## src/pkg/tcs_pkg.sv

```systemverilog
package tcs_pkg;

  // ****************************************************************
  // Timing
  // ****************************************************************
  localparam int PERIOD_NS        = 10;                   // 100 MHz crystal clock
  localparam int SECOND_NS        = 1000000000;
  localparam int SECOND_CYCLES    = SECOND_NS / PERIOD_NS;
  localparam int PULSE_OUT_NS     = 1000000;              // Width of a driven sync pulse
  localparam int PULSE_OUT_CYCLES = PULSE_OUT_NS / PERIOD_NS;
  localparam logic [31:0] STEP_NS        = 32'h0000000a;  // Nanoseconds added per clock
  localparam logic [31:0] THRESH_DEFAULT = 32'h00000254;  // 596 ns health threshold

  // ****************************************************************
  // Source selector codes
  // ****************************************************************
  localparam logic [2:0] in_none_choice             = 3'h0;
  localparam logic [2:0] serial_pulse_input_choice  = 3'h1;
  localparam logic [2:0] host_input_choice          = 3'h2;  // Present, unused
  localparam logic [2:0] internal_input_choice      = 3'h3;
  localparam logic [2:0] auxiliary_input_choice     = 3'h4;  // Present, unused
  localparam logic [2:0] out_none_choice            = 3'h0;
  localparam logic [2:0] pulse_repeat_output_choice = 3'h1;
  localparam logic [2:0] loop_output_choice         = 3'h2;
  localparam logic [2:0] host_output_choice         = 3'h3;  // Present, unused
  localparam logic [2:0] master_output_choice       = 3'h4;

  // ****************************************************************
  // Register map (byte offsets)
  // ****************************************************************
  localparam logic [7:0] OFF_CTRL        = 8'h00;
  localparam logic [7:0] OFF_THRESH      = 8'h04;
  localparam logic [7:0] OFF_HOST_SEC    = 8'h08;
  localparam logic [7:0] OFF_HOST_NSEC   = 8'h0c;
  localparam logic [7:0] OFF_TIME_SEC    = 8'h10;
  localparam logic [7:0] OFF_TIME_NSEC   = 8'h14;
  localparam logic [7:0] OFF_STATUS      = 8'h18;
  localparam logic [7:0] OFF_IRQ_STAT    = 8'h1c;
  localparam logic [7:0] OFF_IRQ_MASK    = 8'h20;
  localparam logic [7:0] OFF_PULSE_TOTAL = 8'h24;
  localparam logic [7:0] OFF_PULSE_BAD   = 8'h28;
  localparam logic [7:0] OFF_MISSED      = 8'h2c;
  localparam logic [7:0] OFF_LONGEST     = 8'h30;
  localparam logic [7:0] OFF_PHASE_ERR   = 8'h34;
  localparam logic [7:0] OFF_FREQ_ERR    = 8'h38;
  localparam logic [7:0] OFF_WORST_PHASE = 8'h3c;
  localparam logic [7:0] OFF_WORST_FREQ  = 8'h40;
  localparam logic [7:0] OFF_RESYNCS     = 8'h44;

  // ****************************************************************
  // Field positions
  // ****************************************************************
  localparam int CTRL_IN_LSB    = 0;   // [2:0] input selector
  localparam int CTRL_OUT_LSB   = 4;   // [6:4] output selector
  localparam int CTRL_SET_BIT   = 8;   // Write 1: load time from host
  localparam int CTRL_FULL_BIT  = 9;   // Write 1: full clock reset
  localparam int CTRL_CLEAR_BIT = 10;  // Write 1: clear statistics
  localparam int STAT_SYNC_BIT  = 0;
  localparam int STAT_LOAD_BIT  = 1;
  localparam int IRQ_W          = 5;
  localparam int IRQ_PULSE      = 0;
  localparam int IRQ_BAD        = 1;
  localparam int IRQ_MISSED     = 2;
  localparam int IRQ_LOST       = 3;
  localparam int IRQ_RESYNC     = 4;

endpackage

```

## src/pkg/tcs_pulse_if.sv

```systemverilog
`timescale 1ns/1ns
// Events from the reference pulse monitor to the clock core
interface tcs_pulse_if;
  logic level;   // Synchronised pulse pin level
  logic good;    // One-cycle: well-timed pulse edge
  logic bad;     // One-cycle: pulse edge far too early
  logic missed;  // One-cycle: expected pulse did not arrive

  modport mon
  (
    output level,
    output good,
    output bad,
    output missed
  );
  modport core
  (
    input level,
    input good,
    input bad,
    input missed
  );
endinterface

```

## src/tcs_pulse_mon.sv

```systemverilog
`timescale 1ns/1ns
module tcs_pulse_mon #(
  parameter int SEC_CYCLES = tcs_pkg::SECOND_CYCLES
) (
  input  wire logic  sys_clk,
  input  wire logic  sys_rst,
  input  wire logic  pps_in,
  tcs_pulse_if.mon   ev
);

  localparam logic [31:0] HALF_SEC = 32'(SEC_CYCLES / 2);
  localparam logic [31:0] MISS_AT  = 32'(SEC_CYCLES + SEC_CYCLES / 2);

  logic        sync_a;
  logic        sync_b;
  logic        prev;
  logic        armed;
  logic [31:0] gap;
  logic        rise;

  // Pin crosses in through two flops; only the second is read
  always_ff @(posedge sys_clk or posedge sys_rst)
  begin
    if (sys_rst)
    begin
      sync_a <= 1'b0;
      sync_b <= 1'b0;
      prev   <= 1'b0;
    end
    else
    begin
      sync_a <= pps_in;
      sync_b <= sync_a;
      prev   <= sync_b;
    end
  end

  assign rise     = sync_b & ~prev;
  assign ev.level = sync_b;

  // Interval check; a miss restarts the gap at half a second so runs of misses count once per second
  always_ff @(posedge sys_clk or posedge sys_rst)
  begin
    if (sys_rst)
    begin
      gap       <= 32'h00000000;
      armed     <= 1'b0;
      ev.good   <= 1'b0;
      ev.bad    <= 1'b0;
      ev.missed <= 1'b0;
    end
    else
    begin
      ev.good   <= 1'b0;
      ev.bad    <= 1'b0;
      ev.missed <= 1'b0;
      if (rise)
      begin
        gap <= 32'h00000000;
        if (armed && gap < HALF_SEC)
          ev.bad <= 1'b1;
        else
        begin
          ev.good <= 1'b1;
          armed   <= 1'b1;
        end
      end
      else if (armed && gap == MISS_AT)
      begin
        ev.missed <= 1'b1;
        gap       <= HALF_SEC;
      end
      else
        gap <= gap + 32'h00000001;
    end
  end

endmodule

```

## src/tcs_top.sv

```systemverilog
// Register access over APB and the register addresses are this design's own decisions.
`timescale 1ns/1ns
module tcs_top #(
  parameter int SEC_CYCLES   = tcs_pkg::SECOND_CYCLES,
  parameter int PULSE_CYCLES = tcs_pkg::PULSE_OUT_CYCLES
) (
  input  wire logic        sys_clk,
  input  wire logic        sys_rst,
  input  wire logic        psel,
  input  wire logic        penable,
  input  wire logic        pwrite,
  input  wire logic [7:0]  paddr,
  input  wire logic [31:0] pwdata,
  output logic             pready,
  output logic [31:0]      prdata,
  output logic             pslverr,
  input  wire logic        pps_in,
  output logic             sync_out,
  output logic             sync_out_oe,
  output logic             irq
);

  // ****************************************************************
  // Declarations
  // ****************************************************************
  localparam logic [31:0] NS_LIMIT = 32'(SEC_CYCLES * int'(tcs_pkg::STEP_NS));
  localparam logic [31:0] NS_HALF  = 32'(SEC_CYCLES * int'(tcs_pkg::STEP_NS) / 2);
  localparam logic [31:0] ONE      = 32'h00000001;
  localparam logic [31:0] ZERO     = 32'h00000000;

  tcs_pulse_if pev ();

  logic [2:0]         in_sel;
  logic [2:0]         out_sel;
  logic [31:0]        thresh;
  logic [31:0]        host_sec;
  logic [31:0]        host_ns;
  logic [31:0]        sec;
  logic [31:0]        ns;
  logic               loaded;
  logic               synced;
  logic signed [31:0] slew;
  logic signed [31:0] phase_err;
  logic signed [31:0] freq_err;
  logic signed [31:0] last_phase;
  logic [31:0]        worst_phase;
  logic [31:0]        worst_freq;
  logic [31:0]        cnt_total;
  logic [31:0]        cnt_bad;
  logic [31:0]        cnt_missed;
  logic [31:0]        miss_run;
  logic [31:0]        cnt_longest;
  logic [31:0]        cnt_resync;
  logic [tcs_pkg::IRQ_W-1:0] irq_stat;
  logic [tcs_pkg::IRQ_W-1:0] irq_mask;
  logic [tcs_pkg::IRQ_W-1:0] irq_ev;
  logic [31:0]        pulse_cnt;
  logic               int_pulse;

  logic               wr_en;
  logic               host_mark;
  logic               do_set;
  logic               do_full;
  logic               do_clear;
  logic               ref_evt;
  logic               sec_ok;
  logic               do_step;
  logic signed [31:0] phase;
  logic [31:0]        phase_abs;
  logic [31:0]        next_ns;
  logic               wrap;
  logic               next_synced;
  logic               trig;
  logic               unmapped;
  logic [31:0]        rd_val;

  function automatic logic [31:0] mag(input logic signed [31:0] v);
    mag = v[31] ? 32'(-v) : 32'(v);
  endfunction

  // ****************************************************************
  // Reference pulse monitor
  // ****************************************************************
  tcs_pulse_mon #(
    .SEC_CYCLES (SEC_CYCLES)
  ) u_mon (
    .sys_clk (sys_clk),
    .sys_rst (sys_rst),
    .pps_in  (pps_in),
    .ev      (pev.mon)
  );

  // ****************************************************************
  // APB slave
  // ****************************************************************
  // No wait state; read data leaves a flop set in the setup cycle; writes land on the completing edge
  assign wr_en     = psel & penable & pready & pwrite;
  assign host_mark = wr_en && paddr == tcs_pkg::OFF_HOST_NSEC;
  assign do_set    = wr_en && paddr == tcs_pkg::OFF_CTRL && pwdata[tcs_pkg::CTRL_SET_BIT];
  assign do_full   = wr_en && paddr == tcs_pkg::OFF_CTRL && pwdata[tcs_pkg::CTRL_FULL_BIT];
  assign do_clear  = wr_en && paddr == tcs_pkg::OFF_CTRL && pwdata[tcs_pkg::CTRL_CLEAR_BIT];

  // Read mux over every mapped word
  always_comb
  begin
    unmapped = 1'b0;
    unique case (paddr)
      tcs_pkg::OFF_CTRL:        rd_val = {25'h0000000, out_sel, 1'b0, in_sel};
      tcs_pkg::OFF_THRESH:      rd_val = thresh;
      tcs_pkg::OFF_HOST_SEC:    rd_val = host_sec;
      tcs_pkg::OFF_HOST_NSEC:   rd_val = host_ns;
      tcs_pkg::OFF_TIME_SEC:    rd_val = sec;
      tcs_pkg::OFF_TIME_NSEC:   rd_val = ns;
      tcs_pkg::OFF_STATUS:      rd_val = {30'h00000000, loaded, synced};
      tcs_pkg::OFF_IRQ_STAT:    rd_val = 32'(irq_stat);
      tcs_pkg::OFF_IRQ_MASK:    rd_val = 32'(irq_mask);
      tcs_pkg::OFF_PULSE_TOTAL: rd_val = cnt_total;
      tcs_pkg::OFF_PULSE_BAD:   rd_val = cnt_bad;
      tcs_pkg::OFF_MISSED:      rd_val = cnt_missed;
      tcs_pkg::OFF_LONGEST:     rd_val = cnt_longest;
      tcs_pkg::OFF_PHASE_ERR:   rd_val = phase_err;
      tcs_pkg::OFF_FREQ_ERR:    rd_val = freq_err;
      tcs_pkg::OFF_WORST_PHASE: rd_val = worst_phase;
      tcs_pkg::OFF_WORST_FREQ:  rd_val = worst_freq;
      tcs_pkg::OFF_RESYNCS:     rd_val = cnt_resync;
      default:
      begin
        rd_val   = ZERO;
        unmapped = 1'b1;
      end
    endcase
  end

  // Answer in the first access cycle
  always_ff @(posedge sys_clk or posedge sys_rst)
  begin
    if (sys_rst)
    begin
      pready  <= 1'b0;
      prdata  <= ZERO;
      pslverr <= 1'b0;
    end
    else
    begin
      pready  <= psel & ~penable;
      pslverr <= psel & ~penable & unmapped;
      if (psel && !penable && !pwrite)
        prdata <= rd_val;
    end
  end

  // ****************************************************************
  // Configuration registers
  // ****************************************************************
  // A reload of the logic resets these; software must rewrite them
  always_ff @(posedge sys_clk or posedge sys_rst)
  begin
    if (sys_rst)
    begin
      in_sel   <= tcs_pkg::serial_pulse_input_choice;
      out_sel  <= tcs_pkg::out_none_choice;
      thresh   <= tcs_pkg::THRESH_DEFAULT;
      irq_mask <= '0;
      host_sec <= ZERO;
      host_ns  <= ZERO;
    end
    else
    begin
      if (do_full)
      begin
        in_sel  <= tcs_pkg::serial_pulse_input_choice;
        out_sel <= tcs_pkg::out_none_choice;
      end
      else if (wr_en && paddr == tcs_pkg::OFF_CTRL)
      begin
        in_sel  <= pwdata[tcs_pkg::CTRL_IN_LSB +: 3];
        out_sel <= pwdata[tcs_pkg::CTRL_OUT_LSB +: 3];
      end
      if (wr_en && paddr == tcs_pkg::OFF_THRESH)
        thresh <= pwdata;
      if (wr_en && paddr == tcs_pkg::OFF_IRQ_MASK)
        irq_mask <= pwdata[tcs_pkg::IRQ_W-1:0];
      if (wr_en && paddr == tcs_pkg::OFF_HOST_SEC)
        host_sec <= pwdata;
      if (host_mark)
        host_ns <= pwdata;
    end
  end

  // ****************************************************************
  // Reference selection and phase measurement
  // ****************************************************************
  // Host and aux choices carry no reference: the clock free-runs
  always_comb
  begin
    ref_evt = 1'b0;
    sec_ok  = 1'b1;
    phase   = '0;
    unique case (in_sel)
      tcs_pkg::serial_pulse_input_choice:
      begin
        ref_evt = pev.good & loaded;
        phase   = (ns < NS_HALF) ? $signed(ns) : $signed(ns - NS_LIMIT);
      end
      tcs_pkg::internal_input_choice:
      begin
        ref_evt = host_mark & loaded;
        sec_ok  = (host_sec == sec);
        phase   = $signed(ns - pwdata);
      end
      default:
      begin
        ref_evt = 1'b0;
      end
    endcase
  end

  assign phase_abs = mag(phase);
  assign do_step   = ref_evt & (~sec_ok | (phase_abs > thresh));

  // ****************************************************************
  // Local time
  // ****************************************************************
  // Slew trims one nanosecond per tick so small corrections never jump
  always_comb
  begin
    if (slew > 0)
      next_ns = ns + tcs_pkg::STEP_NS + ONE;
    else if (slew < 0)
      next_ns = ns + tcs_pkg::STEP_NS - ONE;
    else
      next_ns = ns + tcs_pkg::STEP_NS;
  end

  assign wrap = loaded & (next_ns >= NS_LIMIT);

  // Load beats step beats free running
  always_ff @(posedge sys_clk or posedge sys_rst)
  begin
    if (sys_rst)
    begin
      sec    <= ZERO;
      ns     <= ZERO;
      loaded <= 1'b0;
      slew   <= '0;
    end
    else if (do_set || do_full)
    begin
      sec    <= host_sec;
      ns     <= host_ns;
      loaded <= 1'b1;
      slew   <= '0;
    end
    else if (do_step && in_sel == tcs_pkg::internal_input_choice)
    begin
      sec  <= host_sec;
      ns   <= pwdata;
      slew <= '0;
    end
    else if (do_step)
    begin
      ns   <= ZERO;
      sec  <= phase[31] ? sec + ONE : sec;
      slew <= '0;
    end
    else if (loaded)
    begin
      ns  <= wrap ? next_ns - NS_LIMIT : next_ns;
      sec <= wrap ? sec + ONE : sec;
      if (ref_evt)
        slew <= -phase;
      else if (slew > 0)
        slew <= slew - 32'sd1;
      else if (slew < 0)
        slew <= slew + 32'sd1;
    end
  end

  // ****************************************************************
  // Health and statistics
  // ****************************************************************
  always_comb
  begin
    next_synced = synced;
    if (do_step || (pev.missed && in_sel == tcs_pkg::serial_pulse_input_choice))
      next_synced = 1'b0;
    else if (ref_evt)
      next_synced = 1'b1;
    if (in_sel != tcs_pkg::serial_pulse_input_choice && in_sel != tcs_pkg::internal_input_choice)
      next_synced = 1'b0;
  end

  // Error tracking; frequency error is the phase drift per second, so ns/s equals ppb
  always_ff @(posedge sys_clk or posedge sys_rst)
  begin
    if (sys_rst)
    begin
      synced      <= 1'b0;
      phase_err   <= '0;
      freq_err    <= '0;
      last_phase  <= '0;
      worst_phase <= ZERO;
      worst_freq  <= ZERO;
    end
    else
    begin
      synced <= next_synced;
      if (do_clear)
      begin
        worst_phase <= ZERO;
        worst_freq  <= ZERO;
      end
      else if (ref_evt)
      begin
        phase_err  <= phase;
        freq_err   <= phase - last_phase;
        last_phase <= phase;
        if (phase_abs > worst_phase)
          worst_phase <= phase_abs;
        if (mag(phase - last_phase) > worst_freq)
          worst_freq <= mag(phase - last_phase);
      end
    end
  end

  // Pulse and resync counters
  always_ff @(posedge sys_clk or posedge sys_rst)
  begin
    if (sys_rst)
    begin
      cnt_total   <= ZERO;
      cnt_bad     <= ZERO;
      cnt_missed  <= ZERO;
      miss_run    <= ZERO;
      cnt_longest <= ZERO;
      cnt_resync  <= ZERO;
    end
    else if (do_clear)
    begin
      cnt_total   <= ZERO;
      cnt_bad     <= ZERO;
      cnt_missed  <= ZERO;
      miss_run    <= ZERO;
      cnt_longest <= ZERO;
      cnt_resync  <= ZERO;
    end
    else
    begin
      if (pev.good)
      begin
        cnt_total <= cnt_total + ONE;
        miss_run  <= ZERO;
      end
      if (pev.bad)
        cnt_bad <= cnt_bad + ONE;
      if (pev.missed)
      begin
        cnt_missed <= cnt_missed + ONE;
        miss_run   <= miss_run + ONE;
        if (miss_run + ONE > cnt_longest)
          cnt_longest <= miss_run + ONE;
      end
      if (do_step)
        cnt_resync <= cnt_resync + ONE;
    end
  end

  // ****************************************************************
  // Interrupts
  // ****************************************************************
  assign irq_ev[tcs_pkg::IRQ_PULSE]  = pev.good;
  assign irq_ev[tcs_pkg::IRQ_BAD]    = pev.bad;
  assign irq_ev[tcs_pkg::IRQ_MISSED] = pev.missed;
  assign irq_ev[tcs_pkg::IRQ_LOST]   = synced & ~next_synced;
  assign irq_ev[tcs_pkg::IRQ_RESYNC] = do_step;

  // Sticky, write one to clear; a new event wins over a clear in the same cycle
  always_ff @(posedge sys_clk or posedge sys_rst)
  begin
    if (sys_rst)
    begin
      irq_stat <= '0;
      irq      <= 1'b0;
    end
    else
    begin
      if (wr_en && paddr == tcs_pkg::OFF_IRQ_STAT)
        irq_stat <= (irq_stat & ~pwdata[tcs_pkg::IRQ_W-1:0]) | irq_ev;
      else
        irq_stat <= irq_stat | irq_ev;
      irq <= |(irq_stat & irq_mask);
    end
  end

  // ****************************************************************
  // Sync output
  // ****************************************************************
  // Master pulses mark each local second; loop of host time marks each host nanoseconds write once time is loaded
  assign trig = (out_sel == tcs_pkg::master_output_choice && wrap) ||
                (out_sel == tcs_pkg::loop_output_choice &&
                 in_sel == tcs_pkg::internal_input_choice && ref_evt);

  always_ff @(posedge sys_clk or posedge sys_rst)
  begin
    if (sys_rst)
    begin
      pulse_cnt <= ZERO;
      int_pulse <= 1'b0;
    end
    else
    begin
      if (trig)
        pulse_cnt <= 32'(PULSE_CYCLES);
      else if (pulse_cnt != ZERO)
        pulse_cnt <= pulse_cnt - ONE;
      int_pulse <= trig || (pulse_cnt > ONE);
    end
  end

  // Output pin and its enable; host output choice drives nothing
  always_ff @(posedge sys_clk or posedge sys_rst)
  begin
    if (sys_rst)
    begin
      sync_out    <= 1'b0;
      sync_out_oe <= 1'b0;
    end
    else
    begin
      sync_out_oe <= (out_sel == tcs_pkg::pulse_repeat_output_choice) ||
                     (out_sel == tcs_pkg::loop_output_choice) ||
                     (out_sel == tcs_pkg::master_output_choice);
      unique case (out_sel)
        tcs_pkg::pulse_repeat_output_choice: sync_out <= pev.level;
        tcs_pkg::loop_output_choice:
          sync_out <= (in_sel == tcs_pkg::serial_pulse_input_choice) ? pev.level : int_pulse;
        tcs_pkg::master_output_choice:       sync_out <= int_pulse;
        default:                             sync_out <= 1'b0;
      endcase
    end
  end

endmodule

```

## config.mk

```make
export PLATFORM = sky130hd
export DESIGN_NAME = tcs_top
export DESIGN_NICKNAME = d
export VERILOG_FILES = /design/src/pkg/tcs_pkg.sv /design/src/pkg/tcs_pulse_if.sv /design/src/tcs_pulse_mon.sv /design/src/tcs_top.sv
export SDC_FILE = /design/constraint.sdc
export NUM_CORES = 2
export LEC_CHECK = 0
export ABC_AREA = 1
export BUFFER_PORTS_ARGS = -buffer_cell sky130_fd_sc_hd__buf_2
export CELL_PAD_IN_SITES_DETAIL_PLACEMENT = 0
export CELL_PAD_IN_SITES_GLOBAL_PLACEMENT = 1
export CORE_UTILIZATION = 51
export DETAILED_ROUTE_END_ITERATION = 8
export PLACE_DENSITY_LB_ADDON = 0.1
export SYNTH_ARGS = -nofsm -noshare
export SYNTH_HDL_FRONTEND = slang
export SYNTH_SLANG_ARGS = --single-unit
```

## constraint.sdc

```tcl
create_clock -name sys_clk -period 33.2 [get_ports sys_clk]
set_input_delay 6.64 -clock sys_clk [delete_from_list [all_inputs] [get_ports sys_clk]]
set_output_delay 6.64 -clock sys_clk [all_outputs]
set_load 0.005 [all_outputs]
```

# ---- Yosys cells after proc, flatten, opt, wreduce, memory -nomap -nowiden
# Index checks and enable logic that the tools add are counted.
dict set report totals {
  out_inout_bits 37
  input_bits 46
  elab_cells 237
  reg_bits 639
}
dict set report op_classes {
  n_eq_ne 27
  mux 68
  n_lt_le_gt_ge 10
  n_reduce_logical 52
  addsub 19
  bitwise 23
}
# operator n
set ops {}
lappend ops {{$mux W32} 47}
lappend ops {{$pmux W32 S18} 1}
lappend ops {{$add A32 B1 Y32 const B} 8}
lappend ops {{$gt A32 B32 Y1} 4}
lappend ops {{$eq A8 B6 Y1 const B} 8}
lappend ops {{$gt A32 B1 Y1 const B} 2}
lappend ops {{$neg A32 Y32} 2}
lappend ops {{$pmux W32 S2} 1}
lappend ops {{$sub A32 B1 Y32 const B} 2}
lappend ops {{$sub A32 B30 Y32 const B} 2}
lappend ops {{$sub A32 B32 Y32} 2}
lappend ops {{$add A32 B2 Y32 const B} 1}
lappend ops {{$add A32 B4 Y32 const B} 1}
lappend ops {{$eq A32 B28 Y1 const B} 1}
lappend ops {{$eq A32 B32 Y1} 1}
lappend ops {{$eq A8 B5 Y1 const B} 4}
lappend ops {{$ge A32 B30 Y1 const B} 1}
lappend ops {{$lt A32 B1 Y1 const B} 1}
lappend ops {{$lt A32 B26 Y1 const B} 1}
lappend ops {{$lt A32 B29 Y1 const B} 1}
lappend ops {{$reduce_bool A32 Y1} 1}
lappend ops {{$sub A32 B2 Y32 const B} 1}
lappend ops {{$reduce_bool A2 Y1} 10}
lappend ops {{$logic_and A1 B1 Y1} 19}
lappend ops {{30 further kinds} 77}

# ---- Longest topological paths before layout
dict set report depth {
  word_depth 15
  ltp_mapped 46
  depth_no_buf 45
}

# ---- Modules after synthesis
# Synthesis repeated with hierarchy kept, for this count alone.
dict set report hier_totals {
  cells_unflattened 6970
  hier_area_um2 47564.4
}
# module n_inst seq_area_each_um2 area_per_inst_um2 cells_each
set by_module_without_submodules {}
lappend by_module_without_submodules {tcs_top 1 15020.7 45115.8 6616}
lappend by_module_without_submodules {tcs_pulse_mon 1 975.9 2448.6 354}

# ---- Worst setup path after synthesis
# No wires, ideal clock.
dict set report synth_timing {
  path_kind {input port to flip-flop}
  from {input pwdata[2]}
  to {register worst_freq[23]}
  required_time_ns 33.117
  stages 39
  slack_ns 20.516
  path_buffers 1
  setup_time_ns 0.083
  t_arrival_ns 12.601
  cell_sequence {inv_1 > ha_1 > nand3_1 > nand3_1 > a21oi_1 > o21bai_1 > a21oi_1 > o21ai_0 > or2_2 > nand3_1 > nand2_1 > ha_1 > nand2_1 > inv_1 > nand2_1 > nor3_1 > a21oi_1 > o21ai_0 > [3 not listed] > inv_1 > nor2_1 > nand2_1 > nor2_1 > nand4_1 > nand2_1 > a21boi_0 > ha_1 > nand2_1 > or4_1 > nor4_1 > nand2_1 > o2111ai_1 > nand3_1 > nor2_1 > clkbuf_1 > nand3_1 > o21ai_0}
}
dict set report synth_via {
  elab_chain_cells 8
  elab_cells_between_ends 11
  cone_classes {add/sub (3); order compare (1); mux (5); reduce/logical (2)}
}
# element line
set synth_lines {}
lappend synth_lines {{start: declaration} tcs_top.sv:13} ;# input wire logic [31:0] pwdata,
lappend synth_lines {{$sub A32 B32 Y32 (*)} tcs_top.sv:209} ;# phase = $signed(ns - pwdata);
lappend synth_lines {{$pmux W32 S2 (*)} tcs_top.sv:199} ;# unique case (in_sel)
lappend synth_lines {{via phase[13]} tcs_top.sv:68} ;# logic signed [31:0] phase;
lappend synth_lines {{$sub A32 B32 Y32 (*)} {tcs_top.sv:320, tcs_top.sv:321}}
lappend synth_lines {{$neg A32 Y32} tcs_top.sv:78} ;# mag = v[31] ? 32'(-v) : 32'(v);
lappend synth_lines {{$mux W32 (*)} tcs_top.sv:78}
lappend synth_lines {{$gt A32 B32 Y1 / $mux W32 (equally long branches)} tcs_top.sv:320} ;# if (mag(phase - last_phase) > worst_freq)
lappend synth_lines {{$reduce_bool A2 Y1 (no line) / $mux W32 (equally long branches)} --}
lappend synth_lines {{$reduce_and A2 Y1 (no line) / $mux W32 (equally long branches)} --}
lappend synth_lines {{end signal: assignment} tcs_top.sv:321} ;# worst_freq <= mag(phase - last_phase);
lappend synth_lines {{end: declaration} tcs_top.sv:47} ;# logic [31:0] worst_freq;
# Mark *: on every way through the listed nets, which the timed path passes. The rest lies on a longest branch. The select of a mux whose other input is x is not followed.
# A chain may end at the register's enable or synchronous reset.

# ---- Final worst setup path
dict set report layout_timing {
  from {input pwdata[19]}
  to {register worst_freq[28]}
}
# The elaborated chain is that of the path after synthesis.

==> flow_summary.yaml <==
logic_synthesis:
  ys_warn_count: 0
  synth_nets: 7222
  synth_flop_cell: "dfrtp_1"
  synth_edf_count: 0
  synth_cells: 6932
  syn-cell-area_mm2: 0.0474
  synth_seq_cells: 639
  async_reset_ff_frac: 1.00
  syn_avg_cell_area_um2: 6.84
  synthDistinctLibCells: 65
  synth.yosys.seq_area_share: 0.338
routing:
  wirelength_mm: 208
  wire_per_inst_um: 25.1
  highest_layer: "met5"
  vias: 50120
  dr.pass1.iters: 8
  wl_met1_mm: 81.4
  wl_met2_mm: 87.1
  via_per_inst: 6.05
  wl_met3_mm: 22.7
  route.detailed.drc: 0
  antenna_left: 0
  drtIter0Drc: 6142
worst_setup_path:
  critPathMaxFanout: 42
  cp.required_ps: 33760
  worstSetupPathType: "in2reg"
  cpMaxStageDelayCell: "nor4_1"
  worstRegToRegCells: 33
  max_stage_delay_ps: 620
  worstPathArrival_ps: 15140
  cp_common_cell: "nand2_1"
  critPathCaptureType: "register"
  start_kind: "input pin"
timing:
  grt_setup_unrepaired: "false"
  fin_setup_tns_ps: 0
  hold_viol: 0
  fin_skew_ps: 35.2
  max_freq_mhz: 68.6
  setup_violations: 0
  finalCriticalPeriod_ps: 14590
  worst_slack_ps: 18610
  layout_worst_path_cycle_share: 0.439
  relSlewSlack: 0.0429
  tightest_slew_ps: 1420
  finalMaxSlewViolations: 0
cts:
  cts_setup_buffers: 0
  cts_sinks: 639
  cts_tree: "built"
  cts_buffer_depth: 3
  root_buffer: "clkbuf_16"
  clk_pin_slew_ps: 60
  numCtsBuffers: 77
  clock_latency_ps: 690
  cts_resized: 0
  cts_hold_buf: 0
  htree_levels: 3
cells_and_area:
  layout_commonest_cell: "nand2_1"
  area_growth_pct: 9.53
  fill_cells: 9090
  drive_gt1_frac: 0.0652
  fin_util: 0.565
  final_cell_mix: "1,683 x nand2_1, 955 x inv_1, 634 x dfrtp_1"
  finalNetCount: 7265
grt:
  grt_start_max_net_pins: 152
  grt_overflow: 0
  grt_pass1_vias: 45881
  grt_pass1_wl_mm: 303
  antenna_found_initial: 10
  grt_use_total: 0.436
job:
  drv_cap: 0
power:
  cellLeakagePower_nw: 24.9
  power_frac_clock: 0.186
  switchingPower_w: 0.00263
  power_frac_comb: 0.603
  netSwitchingFraction: 0.537
  internal-power_w: 0.00227
  power_density_mw_per_mm2: 94.3
  p_seq_frac: 0.211
  peakVddDrop_mv: 0.0508
placed_design:
  preCtsSetupSlack_ps: 18050
  dp_hpwl_mm: 162
  gp_congestion: 1.15
  port_buffers: 82
floorplan:
  fp.dieW_um: 307
  coreArea_mm2: 0.0918
  die_h_um: 307
  std_cell_rows: 111
  dieArea_mm2: 0.0941
  ios: 83
  start_util: 0.516
worst_hold_path:
  min_path_cells: 0
  hp-class: "reg2reg"
run_status:
  outcome: "completed"
-- power by group through the flow --
stage          Clock [W]  Sequential, W  Combinational [W]
6_report        0.000908        0.00104            0.00295
5_1_grt         0.000941        0.00104            0.00319
4_1_cts         0.000912        0.00103            0.00285
3_5_place_dp           0        0.00104            0.00284
3_3_place_gp           0        0.00104            0.00283
2_1_floorplan          0       0.000965            0.00191
-- final timing paths --
path | from | to | slack, ps
max reg2reg | ns[24] | worst_freq[28] | 23630
max | pwdata[19] | worst_freq[28] | 18610
min in group asynchronous | sys_rst | miss_run[25] | 6090
max in group asynchronous | sys_rst | host_sec[15] | 24770
min reg2reg | u_mon.sync_a | u_mon.ev.level | 350
min | u_mon.sync_a | u_mon.ev.level | 350
-- layer usage --
layer / global-route usage / up-vias
li1: - / 23205
met1: 0.559 / 23587
met2: 0.646 / 2690
met3: 0.116 / 628
met4: 0.291 / 10
met5: 0 / -
-- metrics by stage --
stage               hold slack, ps  instances  power, W  instance area (um2)
floorplan                      331       6932   0.00287                47400
global placement               336       8135   0.00386                49200
detailed placement             341       8135   0.00388                49200
CTS                            353       8275   0.00479                51900
global route                   379       8279   0.00517                51900
finish                         352       8286   0.00490                51900
-- logic make-up after synthesis --
kind of cell    share of synthesized area
flops                               0.338
xor+xnor                           0.0329
buf+inv                            0.0978
compound gates                      0.176
mux                               0.00127
simple gates                        0.290
fa+ha+maj                          0.0649
-- cell type report --
class,instances,area [um2],share of cell area
repair buffers,178,1140,0.0220
multi-input cells,5091,26800,0.517
flip-flops and latches,639,16000,0.308
inverters,988,3720,0.0717
diodes,7,17.5,0.000337
clock inverters,25,342,0.00658
well taps,1243,1560,0.0300
clock buffers,115,2310,0.0446
-- cells in the mapped netlist (all sizes together), types with 5 or more instances --
| cell type | count | area (um2) |
|---|---|---|
| nand2 | 1720 | 6550 |
| inv | 976 | 3670 |
| nor2 | 664 | 2610 |
| dfrtp | 634 | 15900 |
| o21ai | 631 | 3160 |
| nand3 | 398 | 1990 |
| a21oi | 374 | 1950 |
| ha | 241 | 3020 |
| o22ai | 161 | 1010 |
| clkbuf | 160 | 601 |
| nor3 | 155 | 786 |
| xor2 | 146 | 1280 |
| nand4 | 126 | 788 |
| nor4 | 96 | 601 |
| buf | 54 | 324 |
| a221oi | 47 | 412 |
| o211ai | 40 | 300 |
| or2 | 32 | 200 |
| xnor2 | 32 | 280 |
| o2111ai | 31 | 272 |
| a31oi | 27 | 169 |
| a21boi | 22 | 165 |
| o21a | 22 | 165 |
| a21o | 14 | 105 |
| clkinv | 12 | 45.0 |
| o221ai | 12 | 105 |
| a2111oi | 11 | 96.3 |
| o21bai | 11 | 86.3 |
| a211oi | 9 | 67.6 |
| and2 | 9 | 56.3 |
| nor3b | 7 | 52.6 |
| mux2i | 6 | 60.1 |
| o32ai | 6 | 52.6 |
| dfstp | 5 | 131 |
| nand3b | 5 | 37.5 |
| or4 | 5 | 37.5 |
-- critical path: cells and delay by family --
kind,cells,cell delay (ps)
buffers and inverters,5,1380
adders and majority gates,3,1320
and+or+nand+nor,19,4730
AOI/OAI and AO/OA,8,1040
Power figures use the tool's default switching activity.
